<file path="config.mk">
export PLATFORM = sky130hd
export DESIGN_NAME = drb_readback
export DESIGN_NICKNAME = d
export VERILOG_FILES = /design/src/hdl/drb_pkg.sv /design/src/hdl/drb_regstore.sv /design/src/hdl/drb_readback.sv
export SDC_FILE = /design/constraint.sdc
export NUM_CORES = 1
export LEC_CHECK = 0
export BUFFER_PORTS_ARGS = -buffer_cell sky130_fd_sc_hd__buf_4
export CORE_MARGIN = 5
export CORE_UTILIZATION = 25
export CTS_CLUSTER_SIZE = 14
export DETAILED_ROUTE_END_ITERATION = 8
export SKIP_CTS_REPAIR_TIMING = 1
export SLEW_MARGIN = 10
export SYNTH_ARGS = -nofsm -noshare
export SYNTH_HDL_FRONTEND = slang
export SYNTH_SLANG_ARGS = --single-unit
export TNS_END_PERCENT = 20
</file>
<file path="constraint.sdc">
create_clock -name clk_i -period 2.51 [get_ports clk_i]
set_input_delay 0.251 -clock clk_i [delete_from_list [all_inputs] [get_ports clk_i]]
set_output_delay 0.251 -clock clk_i [all_outputs]
set_load 0.005 [all_outputs]
</file>
<file path="src/hdl/drb_pkg.sv">
// Constants, types and helpers of the readback and status block.
// Assumes one 50 MHz system clock; all users reference by drb_pkg::name.
package drb_pkg;

  // ----------------------------------------------------------------------
  // Command word layout
  // ----------------------------------------------------------------------
  localparam int          CMD_BITS      = 24;
  localparam logic [4:0]  CMD_BIT_COUNT = 5'h18;
  localparam int          CMD_RW_BIT    = 23;
  localparam int          CMD_ADDR_HI   = 22;
  localparam int          CMD_ADDR_LO   = 21;
  localparam int          CMD_SEL_MSB   = 20;
  localparam int          CMD_SEL_LSB   = 16;
  localparam int          RET_DATA_BITS = 16;
  localparam logic [7:0]  RET_TOP_FILL  = 8'h00;

  // ----------------------------------------------------------------------
  // Register selector values
  // ----------------------------------------------------------------------
  localparam logic [4:0]  SEL_DATA_A     = 5'h00;
  localparam logic [4:0]  SEL_CTRL_A     = 5'h04;
  localparam logic [4:0]  SEL_GAIN_A     = 5'h08;
  localparam logic [4:0]  SEL_OFFSET_A   = 5'h0C;
  localparam logic [4:0]  SEL_CLRCODE_A  = 5'h10;
  localparam logic [4:0]  SEL_SLEW_A     = 5'h14;
  localparam logic [4:0]  SEL_STATUS     = 5'h18;
  localparam logic [4:0]  SEL_MAIN_CTRL  = 5'h19;
  localparam logic [4:0]  SEL_BOOST_CTRL = 5'h1A;
  localparam int          NUM_REGS       = 27;

  // ----------------------------------------------------------------------
  // Status register fields and reset values
  // ----------------------------------------------------------------------
  localparam int          ST_BOOST_LSB  = 12;
  localparam int          ST_TOGGLE     = 11;
  localparam int          ST_CHECKSUM   = 10;
  localparam int          ST_RAMP       = 9;
  localparam int          ST_OVERTEMP   = 8;
  localparam int          ST_FAULT_LSB  = 0;
  localparam logic [15:0] STATUS_RESET  = 16'h0000;
  localparam logic [15:0] REG_RESET     = 16'h0000;
  localparam int          MAIN_SOW_BIT  = 12;

  // ----------------------------------------------------------------------
  // Link state machine, Gray coded along the path
  // ----------------------------------------------------------------------
  typedef enum logic [1:0] {
    LNK_IDLE   = 2'b00,
    LNK_SHIFT  = 2'b01,
    LNK_DECODE = 2'b11,
    LNK_FETCH  = 2'b10
  } drb_state_t;

  // Selector held in the register store (0-23, main and boost control; not status or 27-31)
  function automatic logic drb_in_store(input logic [4:0] sel);
    return (sel < SEL_STATUS) || (sel == SEL_MAIN_CTRL) ||
           (sel == SEL_BOOST_CTRL);
  endfunction : drb_in_store

endpackage : drb_pkg

</file>
<file path="src/hdl/drb_regstore.sv">
// Small register store for the per-channel and global readable words.
// Assumes a single clock; read data appear one cycle after rd_en_i.
`timescale 1ns/1ps
module drb_regstore #(
  parameter int WIDTH = 16,
  parameter int DEPTH = 27,
  parameter int AW    = 5
) (
  // Clock and reset
  input  wire logic             clk_i,
  input  wire logic             nrst_i,
  // Write port
  input  wire logic             wr_en_i,
  input  wire logic [AW-1:0]    wr_addr_i,
  input  wire logic [WIDTH-1:0] wr_data_i,
  // Read port
  input  wire logic             rd_en_i,
  input  wire logic [AW-1:0]    rd_addr_i,
  output logic      [WIDTH-1:0] rd_data_o
);

  logic [WIDTH-1:0] mem_reg [DEPTH];
  logic [WIDTH-1:0] rd_data_reg;

  // ----------------------------------------------------------------------
  // Storage
  // ----------------------------------------------------------------------
  // Cleared on reset so a read before any write returns a known word
  always_ff @(posedge clk_i) begin
    if (!nrst_i) begin
      for (int i = 0; i < DEPTH; i++) begin
        mem_reg[i] <= WIDTH'(drb_pkg::REG_RESET);
      end
    end else if (wr_en_i && (int'(wr_addr_i) < DEPTH)) begin
      mem_reg[wr_addr_i] <= wr_data_i;
    end
  end

  // Registered read; out-of-range addresses return zero
  always_ff @(posedge clk_i) begin
    if (!nrst_i) begin
      rd_data_reg <= '0;
    end else if (rd_en_i) begin
      if (int'(rd_addr_i) < DEPTH) begin
        rd_data_reg <= mem_reg[rd_addr_i];
      end else begin
        rd_data_reg <= '0;
      end
    end
  end

  assign rd_data_o = rd_data_reg;

endmodule : drb_regstore

</file>
<file path="src/hdl/drb_readback.sv">
// Readback decoder and fault status register of a quad current converter.
// Assumes link pins and analog monitors are asynchronous to clk_i and
// that the write path, same clock, delivers decoded register writes.
//
// How it works
// 24-bit command: read flag, address, selector
// Selectors 0-3 return channel data words
// Selectors 4-7 return channel control words
// Selectors 8-11 return channel gain trims
// Selectors 12-15 return channel offset trims
// Selectors 16-19 return channel clear codes
// Selectors 20-23 return channel slew controls
// 24 status, 25 main, 26 boost control
// Status register cannot be written over link
// Status-on-write mode shifts status every transfer
// Otherwise status only through normal readback
// Compliance flags D15-D12 also force fault bits
// D10 flags last word failed checksum
// D9 high while any channel ramps
// D8 set on core overtemperature
// D3-D0 channel output faults; D7-D4 zero
// User toggle bit readable in status
// Next transfer returns 8 fill, 16 data
// Serial output changes on rising clock
// Act only on commands matching address pins
`timescale 1ns/1ps
module drb_readback #(
  parameter int NREG = drb_pkg::NUM_REGS
) (
  // Clock and reset
  input  wire logic        clk_i,
  input  wire logic        nrst_i,
  // Serial link pins
  input  wire logic        sclk_i,
  input  wire logic        sync_n_i,
  input  wire logic        sdin_i,
  output logic             sdo_o,
  output logic             sdo_oe_o,
  // Device address pins
  input  wire logic        device_addr_hi_i,
  input  wire logic        device_addr_lo_i,
  // Analog monitors, bit 0 is channel A
  input  wire logic [3:0]  boost_compliance_i,
  input  wire logic [3:0]  output_fault_i,
  input  wire logic        overtemp_i,
  // Same-clock inputs from neighbouring logic
  input  wire logic        ramp_active_i,
  input  wire logic        checksum_fail_i,
  input  wire logic        user_toggle_i,
  input  wire logic        wr_en_i,
  input  wire logic [4:0]  wr_sel_i,
  input  wire logic [15:0] wr_data_i,
  // Observation
  output logic [15:0]      fault_status_o,
  output logic             status_on_write_en_o
);

  // ----------------------------------------------------------------------
  // Declarations
  // ----------------------------------------------------------------------
  localparam int NPIN = 14;

  logic [NPIN-1:0]     pin_meta_reg;
  logic [NPIN-1:0]     pin_sync_reg;
  logic                sclk_dly_reg;
  logic                sync_dly_reg;
  drb_pkg::drb_state_t state_reg;
  drb_pkg::drb_state_t state_next;
  logic [23:0]         rx_reg;
  logic [23:0]         tx_reg;
  logic [4:0]          bit_cnt_reg;
  logic                sdo_reg;
  logic                sdo_oe_reg;
  logic                tx_valid_reg;
  logic                tx_is_status_reg;
  logic                pend_valid_reg;
  logic                pend_is_status_reg;
  logic                pend_in_store_reg;
  logic [15:0]         pend_word_reg;
  logic [15:0]         status_reg;
  logic                checksum_reg;
  logic                sow_reg;
  logic [15:0]         store_rdata;
  logic [15:0]         load_word;
  logic                load_is_status;

  logic       sclk_s;
  logic       sync_n_s;
  logic       sdin_s;
  logic [1:0] addr_s;
  logic [3:0] comp_s;
  logic [3:0] fault_s;
  logic       otemp_s;
  logic       sclk_rise;
  logic       sclk_fall;
  logic       frame_start;
  logic       frame_end;
  logic       cmd_full;
  logic [4:0] cmd_sel;
  logic       read_hit;
  logic       store_rd_en;
  logic       store_wr_en;
  logic       status_taken;

  // ----------------------------------------------------------------------
  // Pin synchronisers
  // ----------------------------------------------------------------------
  // Every pin passes two flops; only the second stage is used below.
  // Frame select resets to its idle high level, so no false frame.
  always_ff @(posedge clk_i) begin
    if (!nrst_i) begin
      pin_meta_reg    <= '0;
      pin_meta_reg[1] <= 1'b1;
      pin_sync_reg    <= '0;
      pin_sync_reg[1] <= 1'b1;
    end else begin
      pin_meta_reg <= {overtemp_i, output_fault_i, boost_compliance_i,
                       device_addr_hi_i, device_addr_lo_i,
                       sdin_i, sync_n_i, sclk_i};
      pin_sync_reg <= pin_meta_reg;
    end
  end

  assign sclk_s   = pin_sync_reg[0];
  assign sync_n_s = pin_sync_reg[1];
  assign sdin_s   = pin_sync_reg[2];
  assign addr_s   = pin_sync_reg[4:3];
  assign comp_s   = pin_sync_reg[8:5];
  assign fault_s  = pin_sync_reg[12:9];
  assign otemp_s  = pin_sync_reg[13];

  // Edge finders; sync starts high so reset does not fake a frame
  always_ff @(posedge clk_i) begin
    if (!nrst_i) begin
      sclk_dly_reg <= 1'b0;
      sync_dly_reg <= 1'b1;
    end else begin
      sclk_dly_reg <= sclk_s;
      sync_dly_reg <= sync_n_s;
    end
  end

  assign sclk_rise   = sclk_s & ~sclk_dly_reg;
  assign sclk_fall   = ~sclk_s & sclk_dly_reg;
  assign frame_start = ~sync_n_s & sync_dly_reg;
  assign frame_end   = sync_n_s & ~sync_dly_reg;

  // ----------------------------------------------------------------------
  // Command decode
  // ----------------------------------------------------------------------
  // Longer frames (checksum appended) are not taken as read commands
  assign cmd_full = (bit_cnt_reg == drb_pkg::CMD_BIT_COUNT);
  assign cmd_sel  = rx_reg[drb_pkg::CMD_SEL_MSB:drb_pkg::CMD_SEL_LSB];
  // Foreign device address means the command is ignored
  assign read_hit = cmd_full && rx_reg[drb_pkg::CMD_RW_BIT] &&
                    (rx_reg[drb_pkg::CMD_ADDR_HI] == addr_s[1]) &&
                    (rx_reg[drb_pkg::CMD_ADDR_LO] == addr_s[0]);

  // Selector addresses the store directly: channel groups of four
  // sit at 0, 4, 8, 12, 16 and 20, global words at 25 and 26
  assign store_rd_en = (state_reg == drb_pkg::LNK_DECODE) && read_hit &&
                       drb_pkg::drb_in_store(cmd_sel); // see

  // Status slot is never written over the link
  assign store_wr_en = wr_en_i &&
                       drb_pkg::drb_in_store(wr_sel_i);

  drb_regstore #(
    .WIDTH (16),
    .DEPTH (NREG),
    .AW    (5)
  ) u_store (
    .clk_i     (clk_i),
    .nrst_i    (nrst_i),
    .wr_en_i   (store_wr_en),
    .wr_addr_i (wr_sel_i),
    .wr_data_i (wr_data_i),
    .rd_en_i   (store_rd_en),
    .rd_addr_i (cmd_sel),                    // see see
    .rd_data_o (store_rdata)
  );

  // ----------------------------------------------------------------------
  // Link state machine
  // ----------------------------------------------------------------------
  // Next state; a frame needs sync high for at least three clocks
  always_comb begin
    state_next = state_reg;
    case (state_reg)
      drb_pkg::LNK_IDLE: begin
        if (frame_start) begin
          state_next = drb_pkg::LNK_SHIFT;
        end
      end
      drb_pkg::LNK_SHIFT: begin
        if (frame_end) begin
          state_next = drb_pkg::LNK_DECODE;
        end
      end
      drb_pkg::LNK_DECODE: begin
        if (read_hit) begin
          state_next = drb_pkg::LNK_FETCH;
        end else begin
          state_next = drb_pkg::LNK_IDLE;
        end
      end
      drb_pkg::LNK_FETCH: begin
        state_next = drb_pkg::LNK_IDLE;
      end
      default: begin
        state_next = drb_pkg::LNK_IDLE;
      end
    endcase
  end

  always_ff @(posedge clk_i) begin
    if (!nrst_i) begin
      state_reg <= drb_pkg::LNK_IDLE;
    end else begin
      state_reg <= state_next;
    end
  end

  // ----------------------------------------------------------------------
  // Receive path
  // ----------------------------------------------------------------------
  // Input sampled on falling clock; counter saturates at 31
  always_ff @(posedge clk_i) begin
    if (!nrst_i) begin
      rx_reg      <= '0;
      bit_cnt_reg <= '0;
    end else if (state_reg == drb_pkg::LNK_IDLE && frame_start) begin
      bit_cnt_reg <= '0;
    end else if (state_reg == drb_pkg::LNK_SHIFT && sclk_fall) begin
      rx_reg <= {rx_reg[22:0], sdin_s};
      if (bit_cnt_reg != 5'h1F) begin
        bit_cnt_reg <= bit_cnt_reg + 5'h01;
      end
    end
  end

  // ----------------------------------------------------------------------
  // Pending readback word
  // ----------------------------------------------------------------------
  // Status-on-write mode hides other registers, so readback is status
  always_comb begin
    load_is_status = sow_reg || !pend_valid_reg ||
                     pend_is_status_reg;
    load_word      = load_is_status ? status_reg : pend_word_reg;
  end

  // Armed by a matching read, consumed by the following frame
  always_ff @(posedge clk_i) begin
    if (!nrst_i) begin
      pend_valid_reg     <= 1'b0;
      pend_is_status_reg <= 1'b0;
      pend_in_store_reg  <= 1'b0;
      pend_word_reg      <= '0;
    end else if (state_reg == drb_pkg::LNK_DECODE && read_hit) begin
      pend_is_status_reg <= (cmd_sel == drb_pkg::SEL_STATUS);
      pend_in_store_reg  <= drb_pkg::drb_in_store(cmd_sel);
    end else if (state_reg == drb_pkg::LNK_FETCH) begin
      pend_valid_reg <= 1'b1;
      // Unmapped selectors return zero
      pend_word_reg  <= pend_in_store_reg ? store_rdata : 16'h0000;
    end else if (state_reg == drb_pkg::LNK_SHIFT && frame_end) begin
      pend_valid_reg <= 1'b0;
    end
  end

  // ----------------------------------------------------------------------
  // Transmit path
  // ----------------------------------------------------------------------
  // Word loaded at frame start; top byte is filler
  always_ff @(posedge clk_i) begin
    if (!nrst_i) begin
      tx_reg           <= '0;
      tx_valid_reg     <= 1'b0;
      tx_is_status_reg <= 1'b0;
    end else if (state_reg == drb_pkg::LNK_IDLE && frame_start) begin
      tx_reg           <= {drb_pkg::RET_TOP_FILL, load_word};
      // Without the mode, status only leaves through a readback
      tx_valid_reg     <= pend_valid_reg || sow_reg;
      tx_is_status_reg <= load_is_status;
    end else if (state_reg == drb_pkg::LNK_SHIFT && sclk_rise) begin
      tx_reg <= {tx_reg[22:0], 1'b0};
    end else if (state_reg != drb_pkg::LNK_SHIFT) begin
      tx_valid_reg <= 1'b0;
    end
  end

  // Output bit moves on each rising edge so host samples on falling
  always_ff @(posedge clk_i) begin
    if (!nrst_i) begin
      sdo_reg    <= 1'b0;
      sdo_oe_reg <= 1'b0;
    end else if (state_reg == drb_pkg::LNK_SHIFT) begin
      sdo_oe_reg <= tx_valid_reg && !frame_end;
      if (sclk_rise) begin
        sdo_reg <= tx_reg[23];
      end
    end else begin
      sdo_reg    <= 1'b0;
      sdo_oe_reg <= 1'b0;
    end
  end

  assign sdo_o    = sdo_reg;
  assign sdo_oe_o = sdo_oe_reg;

  // ----------------------------------------------------------------------
  // Status register
  // ----------------------------------------------------------------------
  // A full frame that carried the status word counts as a status read
  assign status_taken = (state_reg == drb_pkg::LNK_SHIFT) && frame_end &&
                        tx_valid_reg && tx_is_status_reg &&
                        (bit_cnt_reg >= drb_pkg::CMD_BIT_COUNT);

  // Sticky checksum flag; a new failure wins over the read clear
  always_ff @(posedge clk_i) begin
    if (!nrst_i) begin
      checksum_reg <= 1'b0;
    end else if (checksum_fail_i) begin
      checksum_reg <= 1'b1;
    end else if (status_taken) begin
      checksum_reg <= 1'b0;
    end
  end

  // Live flags registered once; compliance loss also marks the fault
  always_ff @(posedge clk_i) begin
    if (!nrst_i) begin
      status_reg <= drb_pkg::STATUS_RESET;
    end else begin
      status_reg <= '0;
      status_reg[drb_pkg::ST_BOOST_LSB +: 4] <= comp_s;
      status_reg[drb_pkg::ST_FAULT_LSB +: 4] <= fault_s | comp_s;
      status_reg[drb_pkg::ST_TOGGLE]   <= user_toggle_i;
      status_reg[drb_pkg::ST_CHECKSUM] <= checksum_reg;
      status_reg[drb_pkg::ST_RAMP]     <= ramp_active_i;
      status_reg[drb_pkg::ST_OVERTEMP] <= otemp_s;
    end
  end

  assign fault_status_o = status_reg;

  // Mode bit shadowed from main control writes; off after reset
  always_ff @(posedge clk_i) begin
    if (!nrst_i) begin
      sow_reg <= 1'b0;
    end else if (wr_en_i && wr_sel_i == drb_pkg::SEL_MAIN_CTRL) begin
      sow_reg <= wr_data_i[drb_pkg::MAIN_SOW_BIT];
    end
  end

  assign status_on_write_en_o = sow_reg;
endmodule : drb_readback

</file>
## Word-level counts from Yosys, hierarchy flattened

Memory sizes are Yosys's and may differ from the RTL's. A register that Yosys moved wholly into a read port is not among the register bits.
Cells that the tools add are included.

- Bits in registers: 126
- Memory bits (writable): 432
- Bits of input ports: 41
- Output and inout port bits: 19
- Word-level logic and storage cells: 117
- Memories: 1

Memories:

| memory | words | bits a word | read ports | clocked after Yosys merged registers in | wr ports | line | RTL |
|---|---|---|---|---|---|---|---|
| u_store.mem_reg | 27 | 16 | 1 | 1 | 27 | drb_regstore.sv:22 | `logic [WIDTH-1:0] mem_reg [DEPTH];` |

- Add/sub/neg operators: 1
- Magnitude comparators: 4
- Eq/ne operators: 16
- Muxes and demuxes: 22
- Bitwise operators: 12
- Reductions and logical operators: 40

Operators by type and width:

| cell | count |
|---|---|
| $mux W16 | 5 |
| $eq A5 B5 Y1 const B | 6 |
| $logic_and A1 B1 Y1 | 16 |
| $reduce_or A16 Y1 | 1 |
| $lt A5 B5 Y1 const B | 3 |
| $reduce_and A2 Y1 | 7 |
| $mux W1 | 12 |
| $pmux W2 S4 | 1 |
| $reduce_bool A2 Y1 | 4 |
| $logic_or A1 B1 Y1 | 7 |
| $not A1 Y1 | 7 |
| $mux W2 | 3 |
| $ne A2 B2 Y1 const B | 3 |
| $add A5 B1 Y5 const B | 1 |
| $ge A5 B5 Y1 const B | 1 |
| $mux W5 | 1 |
| $ne A5 B5 Y1 const B | 1 |
| $and A1 B1 Y1 | 4 |
| $eq A2 B2 Y1 const B | 2 |
| $or A4 B4 Y4 | 1 |
| $logic_not A1 Y1 | 3 |
| $eq A1 B1 Y1 | 2 |
| $eq A2 B1 Y1 const B | 1 |
| $logic_not A2 Y1 | 1 |
| 2 further kinds | 2 |

## Longest topological paths before layout

- Depth after elaboration: 10
- Gate-level depth with buffers: 8
- Gate-level depth less buffers: 7

## Hierarchy

Synthesis repeated with hierarchy kept, for this count alone.

- Cells, all modules: 2,139
- Area total of the unflattened synthesis: 28,703.8 um^2

Modules (own cells, without submodules):

| module | times used | cells each | area each (um^2) | sequential area each (um^2) |
|---|---|---|---|---|
| drb_regstore | 1 | 1,628 | 24,054.3 | 15,695.1 |
| drb_readback | 1 | 511 | 4,649.5 | 2,442.3 |

## Worst setup path after synthesis

No wires, ideal clock.

- Kind: input to register
- From: in wr_sel_i[2]
- To: mem u_store.mem_reg[1][0] (enable)
- Setup time: 411 ps
- Arrival: 2,116 ps
- Data required time: 2,099 ps
- Setup slack: -17 ps
- Stages: 4
- Buffers on the path: 2
- Cells stage by stage: buf_2 -> or3_1 -> clkbuf_1 -> o21ai_0

RTL lines:

| item | line | RTL |
|---|---|---|
| start, declared | drb_readback.sv:51 | `input wire logic [4:0] wr_sel_i,` |
| end, declared | drb_regstore.sv:22 |  |

## Final worst setup path

- From: reg rx_reg[16]
- To: reg u_store.rd_data_reg[1] (netlist: u_store.rd_data_o[1]) (read register of u_store.mem_reg)

- Longest elaborated chain between the ends: 4
- Elaborated cells between the ends (all ways): 6
- Classes of those cells: 1 x order compare; 2 x eq/ne; 3 x reduce/logical

Ends and longest elaborated chain:

| item | line | RTL |
|---|---|---|
| start, declared | drb_readback.sv:69 | `logic [23:0] rx_reg;` |
| start signal, assigned | drb_readback.sv:235 | `rx_reg <= {rx_reg[22:0], sdin_s};` |
| $lt A5 B5 Y1 or $eq A5 B5 Y1 (tied branches) | drb_pkg.sv:57 | `return (sel < SEL_STATUS) \|\| (sel == SEL_MAIN_CTRL) \|\|` |
| $logic_or A1 B1 Y1 (2 in series) | drb_pkg.sv:57 |  |
| $logic_and A1 B1 Y1 | drb_readback.sv:161 | `assign store_rd_en = (state_reg == drb_pkg::LNK_DECODE) && read_hit &&` |
| end, declared | drb_regstore.sv:23 | `logic [WIDTH-1:0] rd_data_reg;` |

Parallel ways exist; a longest one is shown, timed or not.
A chain may end at the register's enable or synchronous reset.

==> flow_summary.toml <==
[power_and_ir_drop]
p_seq_share_pct = 52.1
peakVddDrop_uv = 512
combPwrFrac_pct = 4.0
internal-power_uw = 18600
power_switching_uw = 4990
p_sw_share_pct = 21.1
leakagePower_uw = 0.0112
p_per_area_nw_per_um2 = 709
clkPwrFrac_pct = 43.8

[clock_network]
clock-root-buffer = "clkbuf_16"
path_clk_slew_ns = 0.06
cts.sinks = 650
clk_path_buf_depth = 3
tritoncts = "built"
h-tree-depth = 3
insertion_delay_ns = 0.60
cts_buffers = 71

[global_routing]
gr-max-usage-layer = "met2"
grt_max_degree = 86
grtUsageMet3_pct = 2.53
antenna_found_initial = 5
grt_pass1_vias = 16100
grt_usage_pct = 11.7
grt-ovfl-total = 0
grt_use_met1_pct = 16.6
met2_usage_pct = 18.4
grt_pass1_wl_um = 105000

[placement]
gp_congestion = 0.817
portBuffers = 55
place_hpwl_um = 44300
placedInstanceArea_um2 = 30800
place_inst = 3614

[drt]
first_pass_iters = 6
via_per_inst = 4.40
ant_nets = 0
wl_per_cell_um = 18.7
via_count = 16600
dr.first_iter.drc_count = 1493
drc = 0
routed_wirelength_um = 70500

[floorplanning]
die_area_um2 = 118000
fp.coreArea_um2 = 111000
dieWidth_um = 343
std_cell_rows = 122
dieHeight_um = 343
boundaryPins = 60
initial_core_util_pct = 25.2

[worst_setup_path]
cp.arrival_ns = 2.97
rr_endpoint = "u_store.rd_data_o[1]$_SDFFE_PN0P_"
cp-start-kind = "flop"
end_kind = "flop"
required_ns = 3.04
rrSetupSlack_ns = 0.07
critPathKind = "reg -> reg"
r2r_start = "rx_reg[16]$_SDFFE_PN0P_"
crit_start = "rx_reg[16]$_SDFFE_PN0P_"
cp_max_fo = 25
r2r_cells = 5

[finish]
instances_no_fill = 3768
largest_reg_flops = 512
utilization_pct = 30.1
multi_input_area_um2 = 9270
stdcell_area_um2 = 33300
areaGrowthSynthToFinish_pct = 19.7
layout-drive-gt1-share_pct = 16.3
seqCellArea_um2 = 18100
num-nets-final = 2263
num-fill-cells = 11100

[sta]
period_needed_ns = 2.44
tns_ns = 0
fin_crit_sh_pct = 97.1
hold_viol_final = 0
hold_ws_ns = 0.0145
max_freq_ghz = 0.410
skew_ns = 0.0155
setup-violations-final = 0
report.final.slew_viol_count = 0
slew_headroom_pct = 20.8
worst_pin_slew_ns = 1.18

[worst_hold_path]
min_path_type = "in -> reg"
min_to = "status_on_write_en_o$_SDFFE_PN0P_"
hp-start = "wr_sel_i[1]"
worstHoldPathCells = 4

[synthesis]
syn_area_um2 = 27800
synthArstFlopShare_pct = 0
synth_edf_count = 512
yosysSeqAreaShare_pct = 65.2
synth_area_per_cell_um2 = 13.8
synth.distinct_cells = 57
yosys.area.top_type_share_pct = 55.3
ys_warn_count = 0
ys_seq_elements = 650
postSynthCellCount = 2020
synth_area_leaders = "edfxtp_1 (55%), and2_1 (10%), dfxtp_1 (9.9%)"
yosysTopAreaCell = "edfxtp_1"
synth_flop_cell = "edfxtp_1"

[flow_run]
drv_cap = 0

[outcome]
status = "finished clean"
logic make-up after synthesis:
| family | share of synthesized area, % |
|---|---|
| and+or+nand+nor | 14.8 |
| DFF | 65.2 |
| AOI/OAI and AO/OA | 5.79 |
| muxes | 11.1 |
| buffers and inverters | 2.78 |
| xor gates and xnor gates | 0.189 |
| adders and majority gates | 0.135 |
| other | 0.0135 |
power groups by stage:
stage / sequential (µW) / combinational, µW / clock [µW]
after floorplan: 12500 / 513 / 0
after global placement: 12500 / 930 / 0
after detailed placement: 12500 / 940 / 0
after CTS: 12300 / 942 / 10600
after global routing: 12300 / 1040 / 11000
final: 12300 / 955 / 10300
cell usage in the layout (no fill, tap or decap), types with 9 or more instances in the layout:
cell type      netlist  final
dlygate4sd3_1        0     17
buf_12               0     13
a22o_1              16     16
nor2b_1             16     14
a311oi_1            15     15
nand3_1             18     18
clkbuf_1           114     17
nand2_1            122    122
a211oi_1            13     13
o21ai_1              0     24
mux2i_1            168    168
clkbuf_8             3     12
a21oi_1             90     90
clkbuf_16            0     75
nor2_1              50     49
and2_1             454    454
nor3_1               9      9
clkinv_1             0     10
buf_4                6    163
nor3_2              10     10
clkinv_2             0     11
mux4_2              62     62
a22oi_1             80     80
edfxtp_1           512    512
conb_1               1    100
dfxtp_1            138    135
worst max-delay path, cell delays in order (launching register included):
cell	delay (ns)
dfxtp_4	0.69
xnor2_1	0.17
o21bai_1	0.39
nand3_4	0.36
nor3_1	0.55
a22o_1	0.20
final cells by class:
type                            count  area share [%]
Sequential cell                   650            54.5
Multi-Input combinational cell   1299            27.9
Clock buffer                      104            6.33
Tap cell                         1488            5.60
Timing Repair Buffer              193            4.97
Clock inverter                     28           0.651
Inverter                            4          0.0451
Antenna cell                        2          0.0150
per-stage QoR:
| step | total power, µW | setup WS [ns] |
|---|---|---|
| finish | 23600 | 0.0730 |
| global route | 24400 | -0.0318 |
| CTS | 23800 | 0.0225 |
| detailed placement | 13500 | 0.0269 |
| global placement | 13400 | 0.0222 |
| floorplan | 13000 | -0.00849 |
cell usage after synthesis, types with 2 or more instances:
library cell and instances:
edfxtp_1 512, and2_1 454, mux2i_1 168, dfxtp_1 138
nand2_1 122, clkbuf_1 114, a21oi_1 90, a22oi_1 80
mux4_2 62, nor2_1 50, buf_2 38, o21ai_0 27
nand3_1 18, a22o_1 16, nor2b_1 16, a311oi_1 15
a211oi_1 13, nor3_2 10, nor3_1 9, nand2b_1 8
buf_4 6, xor2_1 4, clkbuf_8 3, ha_1 3
inv_1 3, nand3b_1 3, and2b_2 2, and3_1 2
buf_6 2, nor3b_2 2, nor4_1 2, or3b_1 2
xnor2_1 2
worst max path at each step:
| stage | endpoint | cells after the start |
|---|---|---|
| 4_1_cts | u_store.rd_data_o[1]$_SDFFE_PN0P_ | 7 |
| 2_1_floorplan | u_store.mem_reg[0][0]$_SDFFCE_PN0P_ | 4 |
| 3_5_place_dp | u_store.rd_data_o[0]$_SDFFE_PN0P_ | 7 |
| 6_report | u_store.rd_data_o[1]$_SDFFE_PN0P_ | 5 |
| 5_1_grt | u_store.rd_data_o[1]$_SDFFE_PN0P_ | 5 |
| 3_3_place_gp | u_store.rd_data_o[0]$_SDFFE_PN0P_ | 7 |
metal layers:
layer / vias up / share of wire (%)
met1: 8325 / 45
met2: 503 / 46
met5: - / 0.052
li1: 7638 / -
met3: 93 / 7.0
met4: 6 / 1.9
Note: power is estimated with default switching activity, not from simulation.
